## config.mk

```make
export PLATFORM = sky130hd
export DESIGN_NAME = spi_acc_slave
export DESIGN_NICKNAME = d
export VERILOG_FILES = /design/src/common/spi_acc_pkg.sv /design/src/rtl/spi_acc_slave.sv /design/src/rtl/spi_pin_sync.sv
export SDC_FILE = /design/constraint.sdc
export NUM_CORES = 1
export LEC_CHECK = 0
export BUFFER_PORTS_ARGS = -buffer_cell sky130_fd_sc_hd__buf_2
export CAP_MARGIN = 5
export CORE_ASPECT_RATIO = 0.7
export CORE_UTILIZATION = 45
export CTS_CLUSTER_SIZE = 24
export DETAILED_ROUTE_END_ITERATION = 7
export HOLD_SLACK_MARGIN = 0.02
export PLACE_DENSITY = 0.68
export SETUP_SLACK_MARGIN = 0.5
export SLEW_MARGIN = 40
export SYNTH_ARGS = -nofsm -noshare
export SYNTH_HDL_FRONTEND = slang
export SYNTH_HIERARCHICAL = 1
export SYNTH_SLANG_ARGS = --single-unit
```

## constraint.sdc

```tcl
create_clock -name i_clk -period 4.6 [get_ports i_clk]
set_input_delay 0.69 -clock i_clk [delete_from_list [all_inputs] [get_ports i_clk]]
set_output_delay 0.69 -clock i_clk [all_outputs]
set_load 0.03 [all_outputs]
```

## src/common/spi_acc_pkg.sv

```systemverilog
// Constants and carrier types for the SPI register and FIFO access slave.
package spi_acc_pkg;

  // ---------------------------------------------------------------------
  // Field layout
  // ---------------------------------------------------------------------
  localparam int unsigned ADDR_W   = 7;
  localparam int unsigned DATA_W   = 8;
  localparam int unsigned CNT_W    = 3;
  localparam int unsigned WNR_BIT  = 7;
  localparam int unsigned MSB_BIT  = 7;
  localparam logic [CNT_W-1:0]  BIT_FIRST = 3'h0;
  localparam logic [CNT_W-1:0]  BIT_LAST  = 3'h7;
  localparam logic [ADDR_W-1:0] ADDR_ONE  = 7'h01;
  localparam logic [DATA_W-1:0] BYTE_ZERO = 8'h00;

  // Default location of the data FIFO in the address space.
  localparam logic [ADDR_W-1:0] FIFO_ADDR_DEF = 7'h00;

  // ---------------------------------------------------------------------
  // Pin synchroniser indices
  // ---------------------------------------------------------------------
  localparam int unsigned PIN_N    = 3;
  localparam int unsigned PIN_SCK  = 0;
  localparam int unsigned PIN_NSS  = 1;
  localparam int unsigned PIN_MOSI = 2;

  // ---------------------------------------------------------------------
  // Types
  // ---------------------------------------------------------------------
  typedef enum logic [1:0] {
    ST_IDLE = 2'b00,
    ST_ADDR = 2'b01,
    ST_DATA = 2'b10
  } frame_st_e;

  typedef struct packed {
    logic [ADDR_W-1:0] addr;
    logic [DATA_W-1:0] data;
  } wr_req_s;

endpackage

```

## src/rtl/spi_acc_slave.sv

```systemverilog
// SPI slave giving register and FIFO access to an external master.
`timescale 1ns/1ps
module spi_acc_slave
  import spi_acc_pkg::*;
#(
  parameter logic [spi_acc_pkg::ADDR_W-1:0] FIFO_ADDR =
    spi_acc_pkg::FIFO_ADDR_DEF
) (
  // Clock, reset, enable
  input  wire logic                          i_clk,
  input  wire logic                          i_rst,
  input  wire logic                          i_ce,
  // SPI pins
  input  wire logic                          i_sck,
  input  wire logic                          i_nss_n,
  input  wire logic                          i_mosi,
  output logic                               o_miso,
  output logic                               o_miso_oe,
  // Register and FIFO access port
  output logic                               o_wr_stb,
  output spi_acc_pkg::wr_req_s               o_wr,
  output logic                               o_rd_stb,
  output logic [spi_acc_pkg::ADDR_W-1:0]     o_rd_addr,
  input  wire logic [spi_acc_pkg::DATA_W-1:0] i_rd_data,
  // Status
  output logic                               o_busy
);
  import spi_acc_pkg::*;

  // The framing needs one flag bit above the address, and a bit counter
  // that wraps exactly once per byte.
  if (ADDR_W + 1 != DATA_W || (1 << CNT_W) != DATA_W
      || WNR_BIT != DATA_W - 1 || MSB_BIT != DATA_W - 1) begin : g_chk
    $error("Package field widths do not fit the byte framing");
  end

  // ---------------------------------------------------------------------
  // Pin synchronisation
  // ---------------------------------------------------------------------
  logic [PIN_N-1:0] pin_lvl;
  logic [PIN_N-1:0] pin_rise;
  logic [PIN_N-1:0] pin_fall;

  spi_pin_sync #(
    .W       (PIN_N)
  ) u_sync (
    .i_clk   (i_clk),
    .i_rst   (i_rst),
    .i_ce    (i_ce),
    // Select enters inverted, so the synchroniser's reset level reads as
    // deselected and no false frame follows a reset.
    .i_async ({i_mosi, ~i_nss_n, i_sck}),
    .o_level (pin_lvl),
    .o_rise  (pin_rise),
    .o_fall  (pin_fall)
  );

  logic sel;
  logic sck_rise;
  logic sck_fall;
  logic mosi_s;

  always_comb begin
    sel      = pin_lvl[PIN_NSS];
    sck_rise = pin_rise[PIN_SCK];
    sck_fall = pin_fall[PIN_SCK];
    mosi_s   = pin_lvl[PIN_MOSI];
  end

  // ---------------------------------------------------------------------
  // Frame state
  // ---------------------------------------------------------------------
  frame_st_e         state_q,   state_d;
  logic [CNT_W-1:0]  bit_cnt_q, bit_cnt_d;
  logic [DATA_W-1:0] rx_q,      rx_d;
  logic [DATA_W-1:0] tx_q,      tx_d;
  logic [DATA_W-1:0] rdata_q,   rdata_d;
  logic [ADDR_W-1:0] addr_q,    addr_d;
  logic              wr_mode_q, wr_mode_d;
  logic              rcap_q,    rcap_d;
  logic              miso_q,    miso_d;
  logic              oe_q,      oe_d;
  logic              wr_stb_q,  wr_stb_d;
  logic              rd_stb_q,  rd_stb_d;
  logic [ADDR_W-1:0] rd_addr_q, rd_addr_d;
  wr_req_s           wr_q,      wr_d;

  logic [DATA_W-1:0] nb;
  logic [DATA_W-1:0] ld_byte;
  logic [ADDR_W-1:0] nxt_addr;
  logic              byte_done;
  logic              in_addr;
  logic              load;

  function automatic logic is_fifo(input logic [ADDR_W-1:0] a);
    return a == FIFO_ADDR;
  endfunction

  always_comb begin
    state_d   = state_q;
    bit_cnt_d = bit_cnt_q;
    rx_d      = rx_q;
    tx_d      = tx_q;
    rdata_d   = rdata_q;
    addr_d    = addr_q;
    wr_mode_d = wr_mode_q;
    miso_d    = miso_q;
    rd_addr_d = rd_addr_q;
    wr_d      = wr_q;
    wr_stb_d  = 1'b0;
    rd_stb_d  = 1'b0;
    rcap_d    = rd_stb_q;
    oe_d      = sel;
    nb        = {rx_q[DATA_W-2:0], mosi_s};
    in_addr   = (state_q != ST_DATA);
    byte_done = sel && sck_rise && (bit_cnt_q == BIT_LAST);
    nxt_addr  = is_fifo(addr_q) ? addr_q
                                : ADDR_W'(addr_q + ADDR_ONE);
    // Read data is taken straight from the port when it arrives in the
    // same cycle as the load, which buys one cycle of margin at high SCK.
    ld_byte   = rcap_q ? i_rd_data : rdata_q;
    load      = sel && sck_fall && (state_q == ST_DATA)
                && (bit_cnt_q == BIT_FIRST);
    if (rcap_q) begin
      rdata_d = i_rd_data;
    end
    if (!sel) begin
      // A partial byte is simply dropped; nothing was committed yet.
      state_d   = ST_IDLE;
      bit_cnt_d = BIT_FIRST;
      rx_d      = BYTE_ZERO;
      tx_d      = BYTE_ZERO;
    end else begin
      if (state_q == ST_IDLE) begin
        state_d = ST_ADDR;
      end
      if (sck_rise) begin
        rx_d      = nb;
        bit_cnt_d = CNT_W'(bit_cnt_q + 1'b1);
      end
      if (byte_done && in_addr) begin
        wr_mode_d = nb[WNR_BIT];
        addr_d    = nb[ADDR_W-1:0];
        state_d   = ST_DATA;
        rdata_d   = BYTE_ZERO;
        // Old contents are fetched for writes too, except at the FIFO,
        // where a fetch would pop an entry the master never asked for.
        if (!(nb[WNR_BIT] && is_fifo(nb[ADDR_W-1:0]))) begin
          rd_stb_d  = 1'b1;
          rd_addr_d = nb[ADDR_W-1:0];
        end
      end else if (byte_done) begin
        addr_d = nxt_addr;
        if (wr_mode_q) begin
          wr_stb_d  = 1'b1;
          wr_d.addr = addr_q;
          wr_d.data = nb;
        end
        rdata_d = BYTE_ZERO;
        if (!(wr_mode_q && is_fifo(addr_q))) begin
          rd_stb_d  = 1'b1;
          rd_addr_d = nxt_addr;
        end
      end
      if (sck_fall) begin
        if (load) begin
          miso_d = ld_byte[MSB_BIT];
          tx_d   = {ld_byte[DATA_W-2:0], 1'b0};
        end else begin
          miso_d = tx_q[MSB_BIT];
          tx_d   = {tx_q[DATA_W-2:0], 1'b0};
        end
      end
    end
  end

  always_ff @(posedge i_clk) begin
    if (i_rst) begin
      state_q   <= ST_IDLE;
      bit_cnt_q <= BIT_FIRST;
      rx_q      <= BYTE_ZERO;
      tx_q      <= BYTE_ZERO;
      rdata_q   <= BYTE_ZERO;
      addr_q    <= '0;
      wr_mode_q <= 1'b0;
      rcap_q    <= 1'b0;
      miso_q    <= 1'b0;
      oe_q      <= 1'b0;
      wr_stb_q  <= 1'b0;
      rd_stb_q  <= 1'b0;
      rd_addr_q <= '0;
      wr_q      <= '0;
    end else if (i_ce) begin
      state_q   <= state_d;
      bit_cnt_q <= bit_cnt_d;
      rx_q      <= rx_d;
      tx_q      <= tx_d;
      rdata_q   <= rdata_d;
      addr_q    <= addr_d;
      wr_mode_q <= wr_mode_d;
      rcap_q    <= rcap_d;
      miso_q    <= miso_d;
      oe_q      <= oe_d;
      wr_stb_q  <= wr_stb_d;
      rd_stb_q  <= rd_stb_d;
      rd_addr_q <= rd_addr_d;
      wr_q      <= wr_d;
    end
  end

  always_comb begin
    o_miso    = miso_q;
    o_miso_oe = oe_q;
    o_wr_stb  = wr_stb_q;
    o_wr      = wr_q;
    o_rd_stb  = rd_stb_q;
    o_rd_addr = rd_addr_q;
    o_busy    = (state_q != ST_IDLE);
  end
endmodule

```

## src/rtl/spi_pin_sync.sv

```systemverilog
// Two-stage synchroniser with edge detection for the SPI pins.
`timescale 1ns/1ps
module spi_pin_sync #(
  parameter int unsigned W = 3
) (
  // Clock, reset, enable
  input  wire logic         i_clk,
  input  wire logic         i_rst,
  input  wire logic         i_ce,
  // Asynchronous pins
  input  wire logic [W-1:0] i_async,
  // Synchronised levels and edges
  output logic      [W-1:0] o_level,
  output logic      [W-1:0] o_rise,
  output logic      [W-1:0] o_fall
);

  logic [W-1:0] meta_q;
  logic [W-1:0] sync_q;
  logic [W-1:0] prev_q;

  // ---------------------------------------------------------------------
  // Registers
  // ---------------------------------------------------------------------
  // The first stage feeds only the second; edges come from later stages.
  always_ff @(posedge i_clk) begin
    if (i_rst) begin
      meta_q <= '0;
      sync_q <= '0;
      prev_q <= '0;
    end else if (i_ce) begin
      meta_q <= i_async;
      sync_q <= meta_q;
      prev_q <= sync_q;
    end
  end

  always_comb begin
    o_level = sync_q;
    o_rise  = sync_q & ~prev_q;
    o_fall  = ~sync_q & prev_q;
  end

endmodule

```

==> impl_metrics.env <==
export IMPL_worst_path_buf_inv=0
export IMPL_finalSetupViolCount=0
export IMPL_clock_fmax_mhz=389
export IMPL_overflow=0
export IMPL_worstHoldEndpoint="o_rd_addr[4]"
export IMPL_p_leak_nw=1.32
export IMPL_path_clk_slew_ns=0.07
export IMPL_holdPathStages=2
export IMPL_max_stage_delay_ns=0.53
export IMPL_cts_root_buf="clkbuf_8"
export IMPL_max_cap_violations=0
export IMPL_io_pins=41
export IMPL_path_max_fanout=11
export IMPL_comb_power_share=0.031
export IMPL_critPathKind="flop to flop"
export IMPL_crit_slowest_cell="or3_2"
export IMPL_crit_arrival_ns=2.84
export IMPL_ir_worst_vdd_mv=0.212
export IMPL_startpoint_type="flop"
export IMPL_rsz0062_at_grt="no"
export IMPL_wl_per_cell_um=13.8
export IMPL_routed_wl_um=6050
export IMPL_clock_sinks=69
export IMPL_period_share=0.558
export IMPL_clockPowerShare=0.410
export IMPL_r2r_slack_ns=2.03
export IMPL_post_cts_resized=0
export IMPL_cts_max_path_buffers=2
export IMPL_synth_nets=342
export IMPL_via_per_inst=5.31
export IMPL_nets=375
export IMPL_start_util=0.469
export IMPL_grt_usage=0.192
export IMPL_outcome="complete, no violations"
export IMPL_grt_pass1_vias=2166
export IMPL_tightestPinTransition_ns=0.730
export IMPL_layout_common_cells="69 x dfxtp_1, 49 x nor2_1, 40 x buf_2"
export IMPL_rows=24
export IMPL_fp_coreArea_mm2=0.00628
export IMPL_cp_data_required_time_ns=4.87
export IMPL_drv_slew=0
export IMPL_r2r_start="u_sync/o_level[0]"
export IMPL_r2r_end="o_rd_addr[1]"
export IMPL_finalCriticalPeriod_ns=2.57
export IMPL_crit_family="simple AND/OR/NAND/NOR gates"
export IMPL_area_growth_pct=13.6
export IMPL_worstRegToRegCells=6
export IMPL_dr_pass1_iters=5
export IMPL_final_hold_viol_count=0
export IMPL_drtIter0Drc=100
export IMPL_grt_antenna_before_repair=0
export IMPL_htreeDepth=3
export IMPL_die_h_um=69.7
export IMPL_die_width_um=98.7
export IMPL_post_route_drc_count=0
export IMPL_p_seq_frac=0.559
export IMPL_syn_area_mm2=0.00295
export IMPL_ant_nets=0
export IMPL_portBuffers=40
export IMPL_dieArea_mm2=0.00688
export IMPL_power_internal_mw=0.848
export IMPL_drive_above_1_share=0.186
export IMPL_p_switching_mw=0.232
export IMPL_max_slew_margin=0.509
export IMPL_design_area_mm2=0.00334
export IMPL_layout_commonest_cell="dfxtp_1"
export IMPL_insertion_delay_ns=0.34
export IMPL_power_density_mw_per_mm2=323
export IMPL_hpwlAfterDp_um=4270
export IMPL_cts_buffers=9
export IMPL_ctsHoldBuffers=0
export IMPL_p_sw_frac=0.215
export IMPL_clock_skew_ns=0.00731
export IMPL_dpl_cell_area_mm2=0.00317
export IMPL_end_kind="flop"
export IMPL_ys_warn_count=6
export IMPL_syn_inst=323
export IMPL_grt_max_degree=48
export IMPL_tns_ns=0
export IMPL_syn_avg_cell_area_um2=9.12
export IMPL_vias=2327
export IMPL_cp_cell_sequence="nor2b_1 -> and3_1 -> and2_1 -> o211ai_4 -> or3_2 -> a21oi_1"
export IMPL_diodes=0
export IMPL_hold_class="flop to flop"
export IMPL_worstHoldStart="o_rd_addr[4]"
export IMPL_cts_tree="yes"
export IMPL_postCtsSetupBuffers=0
export IMPL_place_gp_congestion=0.821
export IMPL_grt_pass1_wl_um=10400
## how the worst max path moves through the flow
| stage | start | to | slack, ns | cells past startpoint |
|---|---|---|---|---|
| 6_report | u_sync/o_level[0] | o_rd_addr[1] | 2.03 | 6 |
| 5_1_grt | u_sync/o_level[0] | o_wr[0] | 1.84 | 6 |
| 4_1_cts | u_sync/o_level[0] | o_rd_addr[1] | 2.02 | 6 |
| 3_5_place_dp | i_ce | o_rd_addr[1] | 1.67 | 6 |
| 3_3_place_gp | i_ce | o_wr[0] | 1.58 | 6 |
| 2_1_floorplan | i_ce | o_wr[10] | 2.49 | 7 |
## metrics by stage
stage / worst slack, ns / util / instances / hold WS (ns) / power (mW)
final: 2.03 / 0.533 / 438 / 0.453 / 1.08
after global routing: 1.84 / 0.533 / 438 / 0.478 / 1.12
after CTS: 2.02 / 0.533 / 438 / 0.455 / 1.09
after floorplan: 2.49 / - / 323 / 0.429 / 0.639
after global placement: 1.58 / 0.502 / 423 / 0.441 / 0.650
after detailed placement: 1.67 / 0.505 / 423 / 0.446 / 0.651
## power groups by stage
stage	Clock, mW	Sequential, mW	Combinational (mW)
after floorplan	0	0.616	0.0229
after global placement	0	0.617	0.0330
after detailed placement	0	0.617	0.0339
after CTS	0.455	0.603	0.0340
after global routing	0.480	0.603	0.0376
final	0.443	0.603	0.0336
## registers in the layout, summed over array words and instances (netlist names), 7 cells and up
register / count
o_wr: 15
rdata_q: 8
addr_q: 7
o_rd_addr: 7
rx_q: 7
tx_q: 7
## worst reg2reg max path: stages (launching register included)
cell	delay, ns
dfxtp_1	0.37
nor2b_1	0.37
and3_1	0.45
and2_1	0.43
o211ai_4	0.22
or3_2	0.54
a21oi_1	0.13
## final cells by class
type | instances | area [um2]
multi-input combinational | 226 | 1450
clock inverter | 1 | 5.00
inverter | 9 | 33.8
fill | 590 | 2930
sequential | 69 | 1380
tap | 78 | 97.6
clock buffer | 14 | 173
timing repair buffer | 41 | 208
## routing by layer
layer,track usage,share of wire,up-vias,wire (um)
li1,-,-,1184,-
met5,0,0,-,0
met1,0.275,0.51,1076,3070
met2,0.272,0.42,60,2550
met3,0.0565,0.063,7,382
met4,0.0713,0.0091,0,55
(Power assumes the default switching activity.)
